`src/design/sfs_consts.vh`:
```
// Command codes, status bit positions and timing constants of the flash command sequencer.
`ifndef SFS_CONSTS_VH
`define SFS_CONSTS_VH

// Opcodes that the decoder recognises.
`define SFS_OP_NOP 8'h00
`define SFS_OP_PAGE_WRITE 8'h02
`define SFS_OP_READ 8'h03
`define SFS_OP_WRITE_FORBID 8'h04
`define SFS_OP_STATUS_READ 8'h05
`define SFS_OP_WRITE_PERMIT 8'h06
`define SFS_OP_FAST_READ 8'h0B
`define SFS_OP_CONFIG_READ 8'h15
`define SFS_OP_SEC_READ 8'h2B
`define SFS_OP_SEC_WRITE 8'h2F
`define SFS_OP_RESUME_A 8'h7A
`define SFS_OP_RESUME_B 8'h30
`define SFS_OP_SUSPEND_A 8'hB0
`define SFS_OP_SUSPEND_B 8'h75
`define SFS_OP_QUAD_PAGE_WRITE 8'h38
`define SFS_OP_DUAL_READ 8'h3B
`define SFS_OP_PARAM_READ 8'h5A
`define SFS_OP_RESET_ARM 8'h66
`define SFS_OP_QUAD_READ 8'h6B
`define SFS_OP_MAKER_READ 8'h90
`define SFS_OP_IDENT_READ 8'h9F
`define SFS_OP_RESET_FIRE 8'h99
`define SFS_OP_SIGNATURE 8'hAB
`define SFS_OP_OTP_ENTER 8'hB1
`define SFS_OP_OTP_EXIT 8'hC1
`define SFS_OP_X2_READ 8'hBB
`define SFS_OP_BURST_LEN 8'hC0
`define SFS_OP_X4_READ 8'hEB
`define SFS_OP_SECTOR_ERASE 8'h20
`define SFS_OP_BLOCK32_ERASE 8'h52
`define SFS_OP_BLOCK64_ERASE 8'hD8

// Security register bit positions.
`define SFS_SEC_LOCKDOWN 1
`define SFS_SEC_PSUSP 2
`define SFS_SEC_ESUSP 3

// Timing constants, in cycles of the 20 MHz clock (50 ns period).
// The cycle counts are sized to the 19-bit timers so that no port or register has to trim them.
`define SFS_CLK_NS 50
`define SFS_SUSP_LAT_NS 20000
// Suspend latency: 20 us is 400 cycles.
`define SFS_SUSP_LAT_CYC 19'h0_0190
`define SFS_RST_RECOV_MS 12
// Long reset recovery: 12 ms is 240000 cycles.
`define SFS_RST_RECOV_CYC 19'h3_a980
// Short reset recovery, used when no program or erase was under way.
`define SFS_RST_RECOV_SHORT_CYC 19'h0_0258

`endif

```
`src/design/sfs_countdown.v`:
```
// Loadable down-counter that reports when it has run out.
`default_nettype none
module sfs_countdown (
  // Clock and reset.
  input wire i_mclk,
  input wire i_rst_n,
  // Load strobe and value.
  input wire i_load,
  input wire [18:0] i_value,
  // Counter state.
  output wire o_busy,
  output wire o_done
);
  reg [18:0] cnt_r;
  reg done_r;

  // A load restarts the count; the done pulse comes when it reaches zero.
  always @(posedge i_mclk or negedge i_rst_n) begin
    if (!i_rst_n) begin
      cnt_r <= 19'h0_0000;
      done_r <= 1'b0;
    end else if (i_load) begin
      cnt_r <= i_value;
      done_r <= 1'b0;
    end else begin
      done_r <= (cnt_r == 19'h0_0001);
      if (cnt_r != 19'h0_0000) begin
        cnt_r <= cnt_r - 19'h0_0001;
      end
    end
  end
  assign o_busy = (cnt_r != 19'h0_0000);
  assign o_done = done_r;
endmodule
`default_nettype wire

```
`src/design/sfs_sequencer.v`:
```
// Command sequencer of a serial flash: suspend, resume, lock-down and software reset.
`include "sfs_consts.vh"
`default_nettype none
module sfs_sequencer #(
  parameter [18:0] RST_RECOV_CYC = `SFS_RST_RECOV_CYC
) (
  // Clock and reset.
  input wire i_mclk,
  input wire i_rst_n,
  // Serial link pins.
  input wire i_cs_n,
  input wire i_sclk,
  input wire i_sdi,
  // Array engine: operation completion and mode.
  input wire i_op_done,
  input wire i_perf_mode,
  // Status outputs.
  output wire [7:0] o_status,
  output wire [7:0] o_security,
  output wire o_busy_recovering,
  output wire o_op_active,
  output wire [1:0] o_op_kind,
  output wire o_otp_locked
);
  // Operation kinds.
  localparam [1:0] OP_PROG = 2'h1;
  localparam [1:0] OP_ERASE = 2'h2;
  // One-hot array states.
  localparam [4:0] ST_IDLE = 5'h01;
  localparam [4:0] ST_BUSY = 5'h02;
  localparam [4:0] ST_SLAT = 5'h04;
  localparam [4:0] ST_SUSP = 5'h08;
  localparam [4:0] ST_NPROG = 5'h10;

  wire cs_n_s;
  wire sclk_s;
  wire sdi_s;
  reg sclk_d_r;
  reg [7:0] shift_r;
  reg [2:0] bitcnt_r;
  reg [7:0] opcode_r;
  reg have_op_r;
  reg cs_d_r;
  reg [4:0] state_r;
  reg [4:0] state_nxt;
  reg [1:0] kind_r;
  reg wel_r;
  reg wip_r;
  reg psusp_r;
  reg esusp_r;
  reg lockdown_r;
  reg arm_r;
  reg [7:0] status_r;
  reg [7:0] security_r;
  reg recov_load;
  reg [18:0] recov_val;
  reg lat_load;
  wire lat_busy;
  wire lat_done;
  wire recov_busy;

  // Pins cross into the clock domain before any decode looks at them.
  // Select idles high, so its synchroniser leaves reset deselected and no false select edge follows.
  sfs_sync2 u_sync_cs (
    .i_mclk(i_mclk),
    .i_rst_n(i_rst_n),
    .i_async(i_cs_n),
    .i_rst_val(1'b1),
    .o_sync(cs_n_s)
  );
  // The serial clock parks low between frames, so a low reset value avoids a phantom rising edge.
  sfs_sync2 u_sync_sck (
    .i_mclk(i_mclk),
    .i_rst_n(i_rst_n),
    .i_async(i_sclk),
    .i_rst_val(1'b0),
    .o_sync(sclk_s)
  );
  // Data takes the same two-flop delay as the serial clock, so a bit is still settled at its clock edge.
  sfs_sync2 u_sync_sdi (
    .i_mclk(i_mclk),
    .i_rst_n(i_rst_n),
    .i_async(i_sdi),
    .i_rst_val(1'b0),
    .o_sync(sdi_s)
  );

  // Suspend latency and reset recovery timers.
  // Only the busy state takes a suspend, so the latency timer is never reloaded while it runs.
  sfs_countdown u_lat (
    .i_mclk(i_mclk),
    .i_rst_n(i_rst_n),
    .i_load(lat_load),
    .i_value(`SFS_SUSP_LAT_CYC),
    .o_busy(lat_busy),
    .o_done(lat_done)
  );
  sfs_countdown u_recov (
    .i_mclk(i_mclk),
    .i_rst_n(i_rst_n),
    .i_load(recov_load),
    .i_value(recov_val),
    .o_busy(recov_busy),
    .o_done()
  );

  wire sclk_rise = sclk_s & ~sclk_d_r;
  wire sel_active = ~cs_n_s;
  wire cs_rise = cs_n_s & ~cs_d_r;
  // A command ends when select rises; boundary holds when no partial byte is left.
  wire cmd_end = cs_rise & have_op_r;
  wire on_boundary = (bitcnt_r == 3'h0);
  wire [7:0] op = opcode_r;

  // Command class decode.
  wire is_read_set = (op == `SFS_OP_READ) | (op == `SFS_OP_FAST_READ) | (op == `SFS_OP_DUAL_READ) |
                     (op == `SFS_OP_QUAD_READ) | (op == `SFS_OP_X2_READ) | (op == `SFS_OP_X4_READ) |
                     (op == `SFS_OP_PARAM_READ) | (op == `SFS_OP_IDENT_READ) | (op == `SFS_OP_MAKER_READ) |
                     (op == `SFS_OP_BURST_LEN) | (op == `SFS_OP_OTP_ENTER) | (op == `SFS_OP_OTP_EXIT);
  wire is_resume = (op == `SFS_OP_RESUME_A) | (op == `SFS_OP_RESUME_B);
  wire is_suspend = (op == `SFS_OP_SUSPEND_A) | (op == `SFS_OP_SUSPEND_B);
  wire is_pwrite = (op == `SFS_OP_PAGE_WRITE) | (op == `SFS_OP_QUAD_PAGE_WRITE);
  wire is_erase = (op == `SFS_OP_SECTOR_ERASE) | (op == `SFS_OP_BLOCK32_ERASE) | (op == `SFS_OP_BLOCK64_ERASE);
  wire is_anytime = (op == `SFS_OP_WRITE_FORBID) | (op == `SFS_OP_STATUS_READ) | (op == `SFS_OP_CONFIG_READ) |
                    (op == `SFS_OP_SEC_READ) | (op == `SFS_OP_SIGNATURE) | (op == `SFS_OP_RESET_ARM) |
                    (op == `SFS_OP_RESET_FIRE) | (op == `SFS_OP_NOP);
  // State bits are read directly, which is safe because the state codes are one-hot.
  wire in_susp = state_r[3];
  wire in_slat = state_r[2];
  wire erase_susp = in_susp & (kind_r == OP_ERASE);

  // Acceptance while suspended: latency-free set always, others only after latency.
  // The nested program state takes every opcode here, because each action below except the reset fire gates itself on state;
  // this keeps the refusal rules in one place. During recovery every command is dropped, a reset arm too.
  wire allowed_susp = is_anytime | (in_susp & (is_read_set | is_resume)) |
                      (erase_susp & (is_pwrite | (op == `SFS_OP_WRITE_PERMIT)));
  wire suspended_like = in_susp | in_slat | state_r[4];
  wire accept = cmd_end & ~recov_busy & (~suspended_like | allowed_susp | state_r[4]);

  wire do_write_permit_cmd = accept & (op == `SFS_OP_WRITE_PERMIT) & ~state_r[4];
  wire do_write_forbid_cmd = accept & (op == `SFS_OP_WRITE_FORBID) & ~state_r[4];
  wire do_secw = accept & (op == `SFS_OP_SEC_WRITE) & state_r[0] & wel_r & on_boundary;
  wire do_prog = accept & is_pwrite & wel_r & (state_r[0] | erase_susp);
  wire do_erase = accept & is_erase & wel_r & state_r[0];
  wire do_susp = accept & is_suspend & state_r[1];
  wire do_resume = accept & is_resume & in_susp & ~i_perf_mode;
  wire do_fire = accept & (op == `SFS_OP_RESET_FIRE) & arm_r;

  // Sample the link clock and select, shift in bits on rising serial clock.
  // Bits past the first byte still advance the bit counter, which is all the boundary check needs.
  always @(posedge i_mclk or negedge i_rst_n) begin
    if (!i_rst_n) begin
      sclk_d_r <= 1'b0;
      cs_d_r <= 1'b1;
      shift_r <= 8'h00;
      bitcnt_r <= 3'h0;
      opcode_r <= 8'h00;
      have_op_r <= 1'b0;
    end else begin
      sclk_d_r <= sclk_s;
      cs_d_r <= cs_n_s;
      if (!sel_active) begin
        bitcnt_r <= 3'h0;
        if (cs_rise) begin
          have_op_r <= 1'b0;
        end
      end else if (sclk_rise) begin
        shift_r <= {shift_r[6:0], sdi_s};
        bitcnt_r <= bitcnt_r + 3'h1;
        if (bitcnt_r == 3'h7 && !have_op_r) begin
          opcode_r <= {shift_r[6:0], sdi_s};
          have_op_r <= 1'b1;
        end
      end
    end
  end

  // Array state transitions.
  // A completion that arrives during the suspend latency is not tracked; the array engine is expected
  // to hold off its done pulse once a suspend has been taken.
  always @* begin
    state_nxt = state_r;
    lat_load = 1'b0;
    case (state_r)
      ST_IDLE: begin
        if (do_prog || do_erase) begin
          state_nxt = ST_BUSY;
        end
      end
      ST_BUSY: begin
        if (do_susp) begin
          state_nxt = ST_SLAT;
          lat_load = 1'b1;
        end else if (i_op_done) begin
          state_nxt = ST_IDLE;
        end
      end
      ST_SLAT: begin
        if (lat_done) begin
          state_nxt = ST_SUSP;
        end
      end
      ST_SUSP: begin
        if (do_resume) begin
          state_nxt = ST_BUSY;
        end else if (do_prog) begin
          state_nxt = ST_NPROG;
        end
      end
      ST_NPROG: begin
        if (i_op_done) begin
          state_nxt = ST_SUSP;
        end
      end
      default: begin
        state_nxt = ST_IDLE;
      end
    endcase
    if (do_fire) begin
      state_nxt = ST_IDLE;
    end
  end

  // Recovery time depends on what the reset interrupted.
  always @* begin
    recov_load = do_fire;
    recov_val = `SFS_RST_RECOV_SHORT_CYC;
    if ((state_r[1] || state_r[2] || state_r[3]) && kind_r == OP_ERASE) begin
      recov_val = RST_RECOV_CYC;
    end else if (state_r[1] || state_r[2] || state_r[3] || state_r[4]) begin
      // A suspended program is still an unfinished program, so it takes the long recovery too.
      recov_val = RST_RECOV_CYC;
    end
  end

  // Status, suspend and lock-down bookkeeping.
  always @(posedge i_mclk or negedge i_rst_n) begin
    if (!i_rst_n) begin
      state_r <= ST_IDLE;
      kind_r <= 2'h0;
      wel_r <= 1'b0;
      wip_r <= 1'b0;
      psusp_r <= 1'b0;
      esusp_r <= 1'b0;
      lockdown_r <= 1'b0;
      arm_r <= 1'b0;
    end else begin
      state_r <= state_nxt;
      if (do_fire) begin
        // Volatile bits return to power-on defaults; lock-down is non-volatile.
        kind_r <= 2'h0;
        wel_r <= 1'b0;
        wip_r <= 1'b0;
        psusp_r <= 1'b0;
        esusp_r <= 1'b0;
        arm_r <= 1'b0;
      end else begin
        // Any accepted command other than arm cancels a pending arm.
        if (accept) begin
          arm_r <= (op == `SFS_OP_RESET_ARM);
        end
        if (do_write_permit_cmd) begin
          wel_r <= 1'b1;
        end else if (do_write_forbid_cmd) begin
          wel_r <= 1'b0;
        end
        if (do_secw) begin
          wel_r <= 1'b0;
          lockdown_r <= 1'b1;
        end
        if (state_r[0] && (do_prog || do_erase)) begin
          kind_r <= do_prog ? OP_PROG : OP_ERASE;
          wip_r <= 1'b1;
        end
        if (do_prog && erase_susp) begin
          wip_r <= 1'b1;
        end
        // A completion that meets a suspend in the same cycle is left to the suspend path.
        if ((state_r[1] || state_r[4]) && i_op_done && !do_susp) begin
          wel_r <= 1'b0;
          wip_r <= 1'b0;
        end
        if (state_r[2] && lat_done) begin
          wel_r <= 1'b0;
          psusp_r <= (kind_r == OP_PROG);
          esusp_r <= (kind_r == OP_ERASE);
        end
        if (do_resume) begin
          wel_r <= 1'b1;
          wip_r <= 1'b1;
          psusp_r <= 1'b0;
          esusp_r <= 1'b0;
        end
      end
    end
  end

  // Registered status images for reading.
  // Reading goes through one more flop, so a host sees a change one cycle after the state moves.
  always @(posedge i_mclk or negedge i_rst_n) begin
    if (!i_rst_n) begin
      status_r <= 8'h00;
      security_r <= 8'h00;
    end else begin
      status_r <= {6'h00, wel_r, wip_r};
      security_r <= {4'h0, esusp_r, psusp_r, lockdown_r, 1'b0};
    end
  end

  assign o_status = status_r;
  assign o_security = security_r;
  assign o_busy_recovering = recov_busy;
  assign o_op_active = wip_r;
  assign o_op_kind = kind_r;
  assign o_otp_locked = lockdown_r;
  // The latency timer's busy output is not needed: its done pulse alone moves the state.
  wire unused_ok = lat_busy;
endmodule
`default_nettype wire

```
`src/design/sfs_sync2.v`:
```
// Two-flop synchroniser for an input from outside the clock domain.
`default_nettype none
module sfs_sync2 (
  // Clock and reset.
  input wire i_mclk,
  input wire i_rst_n,
  // Asynchronous input, reset value and synchronised output.
  input wire i_async,
  input wire i_rst_val,
  output wire o_sync
);
  reg meta_r;
  reg sync_r;

  // Only the second flop is read outside this module.
  always @(posedge i_mclk or negedge i_rst_n) begin
    if (!i_rst_n) begin
      meta_r <= 1'b0;
      sync_r <= 1'b0;
    end else begin
      meta_r <= i_async ^ i_rst_val;
      sync_r <= meta_r;
    end
  end
  assign o_sync = sync_r ^ i_rst_val;
endmodule
`default_nettype wire

```
`config.mk`:
```
export PLATFORM = sky130hd
export DESIGN_NAME = sfs_sequencer
export DESIGN_NICKNAME = d
export VERILOG_FILES = /design/src/design/sfs_countdown.v /design/src/design/sfs_sequencer.v /design/src/design/sfs_sync2.v
export VERILOG_INCLUDE_DIRS = /design/src /design/src/design
export SDC_FILE = /design/constraint.sdc
export NUM_CORES = 1
export LEC_CHECK = 0
export BUFFER_PORTS_ARGS = -buffer_cell sky130_fd_sc_hd__buf_4
export CELL_PAD_IN_SITES_DETAIL_PLACEMENT = 2
export CELL_PAD_IN_SITES_GLOBAL_PLACEMENT = 2
export CORE_MARGIN = 4
export CORE_UTILIZATION = 35
export CTS_CLUSTER_DIAMETER = 60
export DETAILED_ROUTE_END_ITERATION = 8
export PLACE_DENSITY_LB_ADDON = 0.1
export RECOVER_POWER = 100
export SETUP_SLACK_MARGIN = 0.2
export SYNTH_ARGS = -nofsm -noshare
export SYNTH_HDL_FRONTEND = slang
export SYNTH_SLANG_ARGS = --single-unit
```
`constraint.sdc`:
```
create_clock -name i_mclk -period 3.3 [get_ports i_mclk]
set_clock_uncertainty 0.2 [all_clocks]
set_input_delay 0.495 -clock i_mclk [delete_from_list [all_inputs] [get_ports i_mclk]]
set_output_delay 0.495 -clock i_mclk [all_outputs]
set_load 0.01 [all_outputs]
```
==> flow_summary.ini <==
[floorplanning]
rows = 41
dieArea_sq_um = 14660
fp.dieW_microns = 121.1
floorplan.initialDensity = 0.3561
ioPinCount = 28
die_h_microns = 121.1
core_area_sq_um = 12570

[run_status]
run_status = finished, violations left
violations = max-capacitance violations, max-slew violations, negative setup slack

[synthesis]
synth-seq-cells = 84
syn_area_sq_um = 4476
postSynthAreaPerCell_sq_um = 9.666
synth_seq_area_share = 0.4702
netlist_instances = 463
synthArstFlopShare = 1.000
synth.distinct_cells = 64
synth_edf_count = 0
ys.flop_type = dfrtp_1
yosys_warnings = 0

[cts]
clk_latency_ps = 350
cts_buffers = 9
hold_buffers = 0
cts_buffer_depth = 2
clock_sinks = 84
path_clk_slew_ps = 60
tritoncts = done
cts_root_buf = clkbuf_16
htreeDepth = 3

[layout]
drive_gt1_frac = 0.2393
final_cell_mix = 82 x dfrtp_1, 45 x nor2_1, 28 x nand2_1, 25 x buf_4, 20 x a21oi_1
syn_to_final_growth_pct = 23.85
final_net_count = 522
layout_commonest_cell = dfrtp_1
multi_input_area_sq_um = 2392
regArea_sq_um = 2105
final_util = 0.4410
design_area_sq_um = 5543
fillers = 1352
diodes = 0

[placement]
gp_congestion = 0.7918
place_ws_ps = -25.33
dp_hpwl_microns = 9017
port_buffers = 16
placed_cell_area_sq_um = 4907

[worst_hold_path]
hold_class = input port to flop

[detailed_routing]
postRouteAntennaNets = 0
viasPerCell = 5.318
wire_per_inst_microns = 20.23
drc = 0
num_vias = 3648
drt_first_pass_iters = 4
wirelength_microns = 13880
drtIter0Drc = 98

[sta]
setup_violations = 30
slew_headroom = -0.8374
fin_crit_ps = 3533
maxSlewViolCount = 48
holdWs_ps = 77.95
period_share = 1.071
max_freq_mhz = 283.0
worst_slack_ps = -233.2
final-hold-violation-count = 0
rsz0062_at_grt = true
setup_tns_ps = -4578
tightest_slew_ps = 2756

[power]
p_int_mw = 1.681
p_leak_nw = 2.571
p_comb_frac = 0.038
switching_share = 0.2294
power_density_nw_per_um2 = 393.5
seq_power_share = 0.504
p_switching_uw = 500.3
peakVddDrop_mv = 0.1905
p_clk_frac = 0.458

[global_route]
antenna_found_initial = 0
grt_overflow_total = 0
track_usage = 0.1871
grt_max_degree = 48
first_global_vias = 3976
grt_pass1_wl_microns = 21390

[critical_path]
critPathLaunchType = flop
cp_max_fo = 5
crit_type = flop to flop
cp.required_ps = 3330
crit_arrival_ps = 3560
crit_path_end_kind = flop

[flow_run]
maxCapViolations = 1
-- layout make-up --
class	instances	area share
well taps	172	0.03883
multi-input cells	346	0.4316
clock inverters	3	0.003612
clock buffers	13	0.04876
flip-flops and latches	84	0.3797
repair buffers	57	0.09007
inverters	11	0.007449
-- metrics by stage --
stage / std cells / power, mW
after floorplan: 473 / 1.166
after global placement: 655 / 1.198
after detailed placement: 655 / 1.207
after CTS: 681 / 2.210
after global routing: 686 / 2.286
final: 686 / 2.181
-- repair_timing --
| item | in CTS | in global routing |
|---|---|---|
| resized for setup | 16 | 43 |
| pin swaps | 3 | 19 |
| gates cloned | 3 | 0 |
| endpoints found under the setup margin | 31 | 39 |
| setup buffers | 7 | 5 |
-- cells in the mapped netlist (3+ instances only) --
library cell / count / area, sq um
mux2_2: 14 / 157.7
xor2_1: 13 / 113.9
nor2_1: 59 / 221.5
dfrtp_1: 82 / 2052
nor3b_1: 8 / 60.06
nand2b_1: 8 / 50.05
nor4_1: 4 / 25.02
nor3_1: 19 / 95.09
nor4b_1: 6 / 52.55
nand4b_1: 3 / 26.28
inv_1: 11 / 41.29
or4b_2: 4 / 40.04
xnor2_1: 20 / 175.2
nand3b_1: 4 / 30.03
clkbuf_1: 17 / 63.81
nor2b_1: 7 / 43.79
or3_1: 9 / 56.30
o21ai_0: 18 / 90.09
and2_1: 4 / 25.02
a21oi_1: 20 / 100.1
o21a_1: 4 / 30.03
buf_4: 11 / 82.58
ha_1: 6 / 75.07
or4_1: 7 / 52.55
buf_2: 3 / 15.01
nand2_1: 31 / 116.4
a211oi_1: 3 / 22.52
or3b_2: 4 / 35.03
nand3_1: 12 / 60.06
o211ai_1: 3 / 22.52
nand4_1: 3 / 18.77
-- kinds of logic after synthesis --
family                   synth area share
other                           0.0008379
adder cells (fa/ha/maj)           0.01677
flip-flops                         0.4702
buffers and inverters             0.04613
XOR/XNOR                          0.06458
AO/OA/AOI/OAI                      0.1032
multiplexers                      0.03970
AND/OR/NAND/NOR                    0.2586
-- power groups by stage --
stage	Combinational (mW)	Sequential, mW	Clock (mW)
floorplan	0.0556	1.11	0
global placement	0.0818	1.12	0
detailed placement	0.0872	1.12	0
CTS	0.0874	1.10	1.02
global route	0.0983	1.11	1.08
finish	0.0823	1.10	0.999
-- final timing paths --
check	slack (ps)	cells after the start	from	to
max in group asynchronous	450	2	i_rst_n	u_lat.cnt_r[18]$_DFFE_PN0P_
worst min register to register	150	0	u_sync_sck.meta_r$_DFF_PN0_	u_sync_sck.sync_r$_DFF_PN0_
worst min-delay path	80	1	i_sclk	u_sync_sck.meta_r$_DFF_PN0_
worst max register to register	-230	11	u_recov.cnt_r[2]$_DFFE_PN0P_	u_lat.cnt_r[0]$_DFFE_PN0P_
min in group asynchronous	810	1	i_rst_n	u_recov.cnt_r[4]$_DFFE_PN0P_
worst max-delay path	-230	11	u_recov.cnt_r[2]$_DFFE_PN0P_	u_lat.cnt_r[0]$_DFFE_PN0P_
-- critical path, cell delays in order, from the launching register on --
cell,delay (ps)
dfrtp_1,390
or4_4,550
or4b_4,510
or4_4,440
buf_6,130
buf_6,110
or3b_4,430
nor3_4,260
buf_6,160
buf_12,100
buf_16,100
nor2_1,40
-- metal layers --
| metal | vias to the layer above | share of wire | track usage |
|---|---|---|---|
| met2 | 50 | 0.52 | 0.3255 |
| met4 | 0 | 0.012 | 0.06161 |
| met5 | - | 0 | 0 |
| li1 | 1702 | - | - |
| met1 | 1887 | 0.45 | 0.2402 |
| met3 | 9 | 0.019 | 0.02424 |
-- state kept, by name (all words and copies together) (netlist names), 2 cells and up --
register,count
u_lat.cnt_r,19
shift_r,7
u_recov.cnt_r,19
state_r,5
o_security,3
o_status,2
op,8
o_op_kind,2
bitcnt_r,3
(Power assumes the default switching activity.)
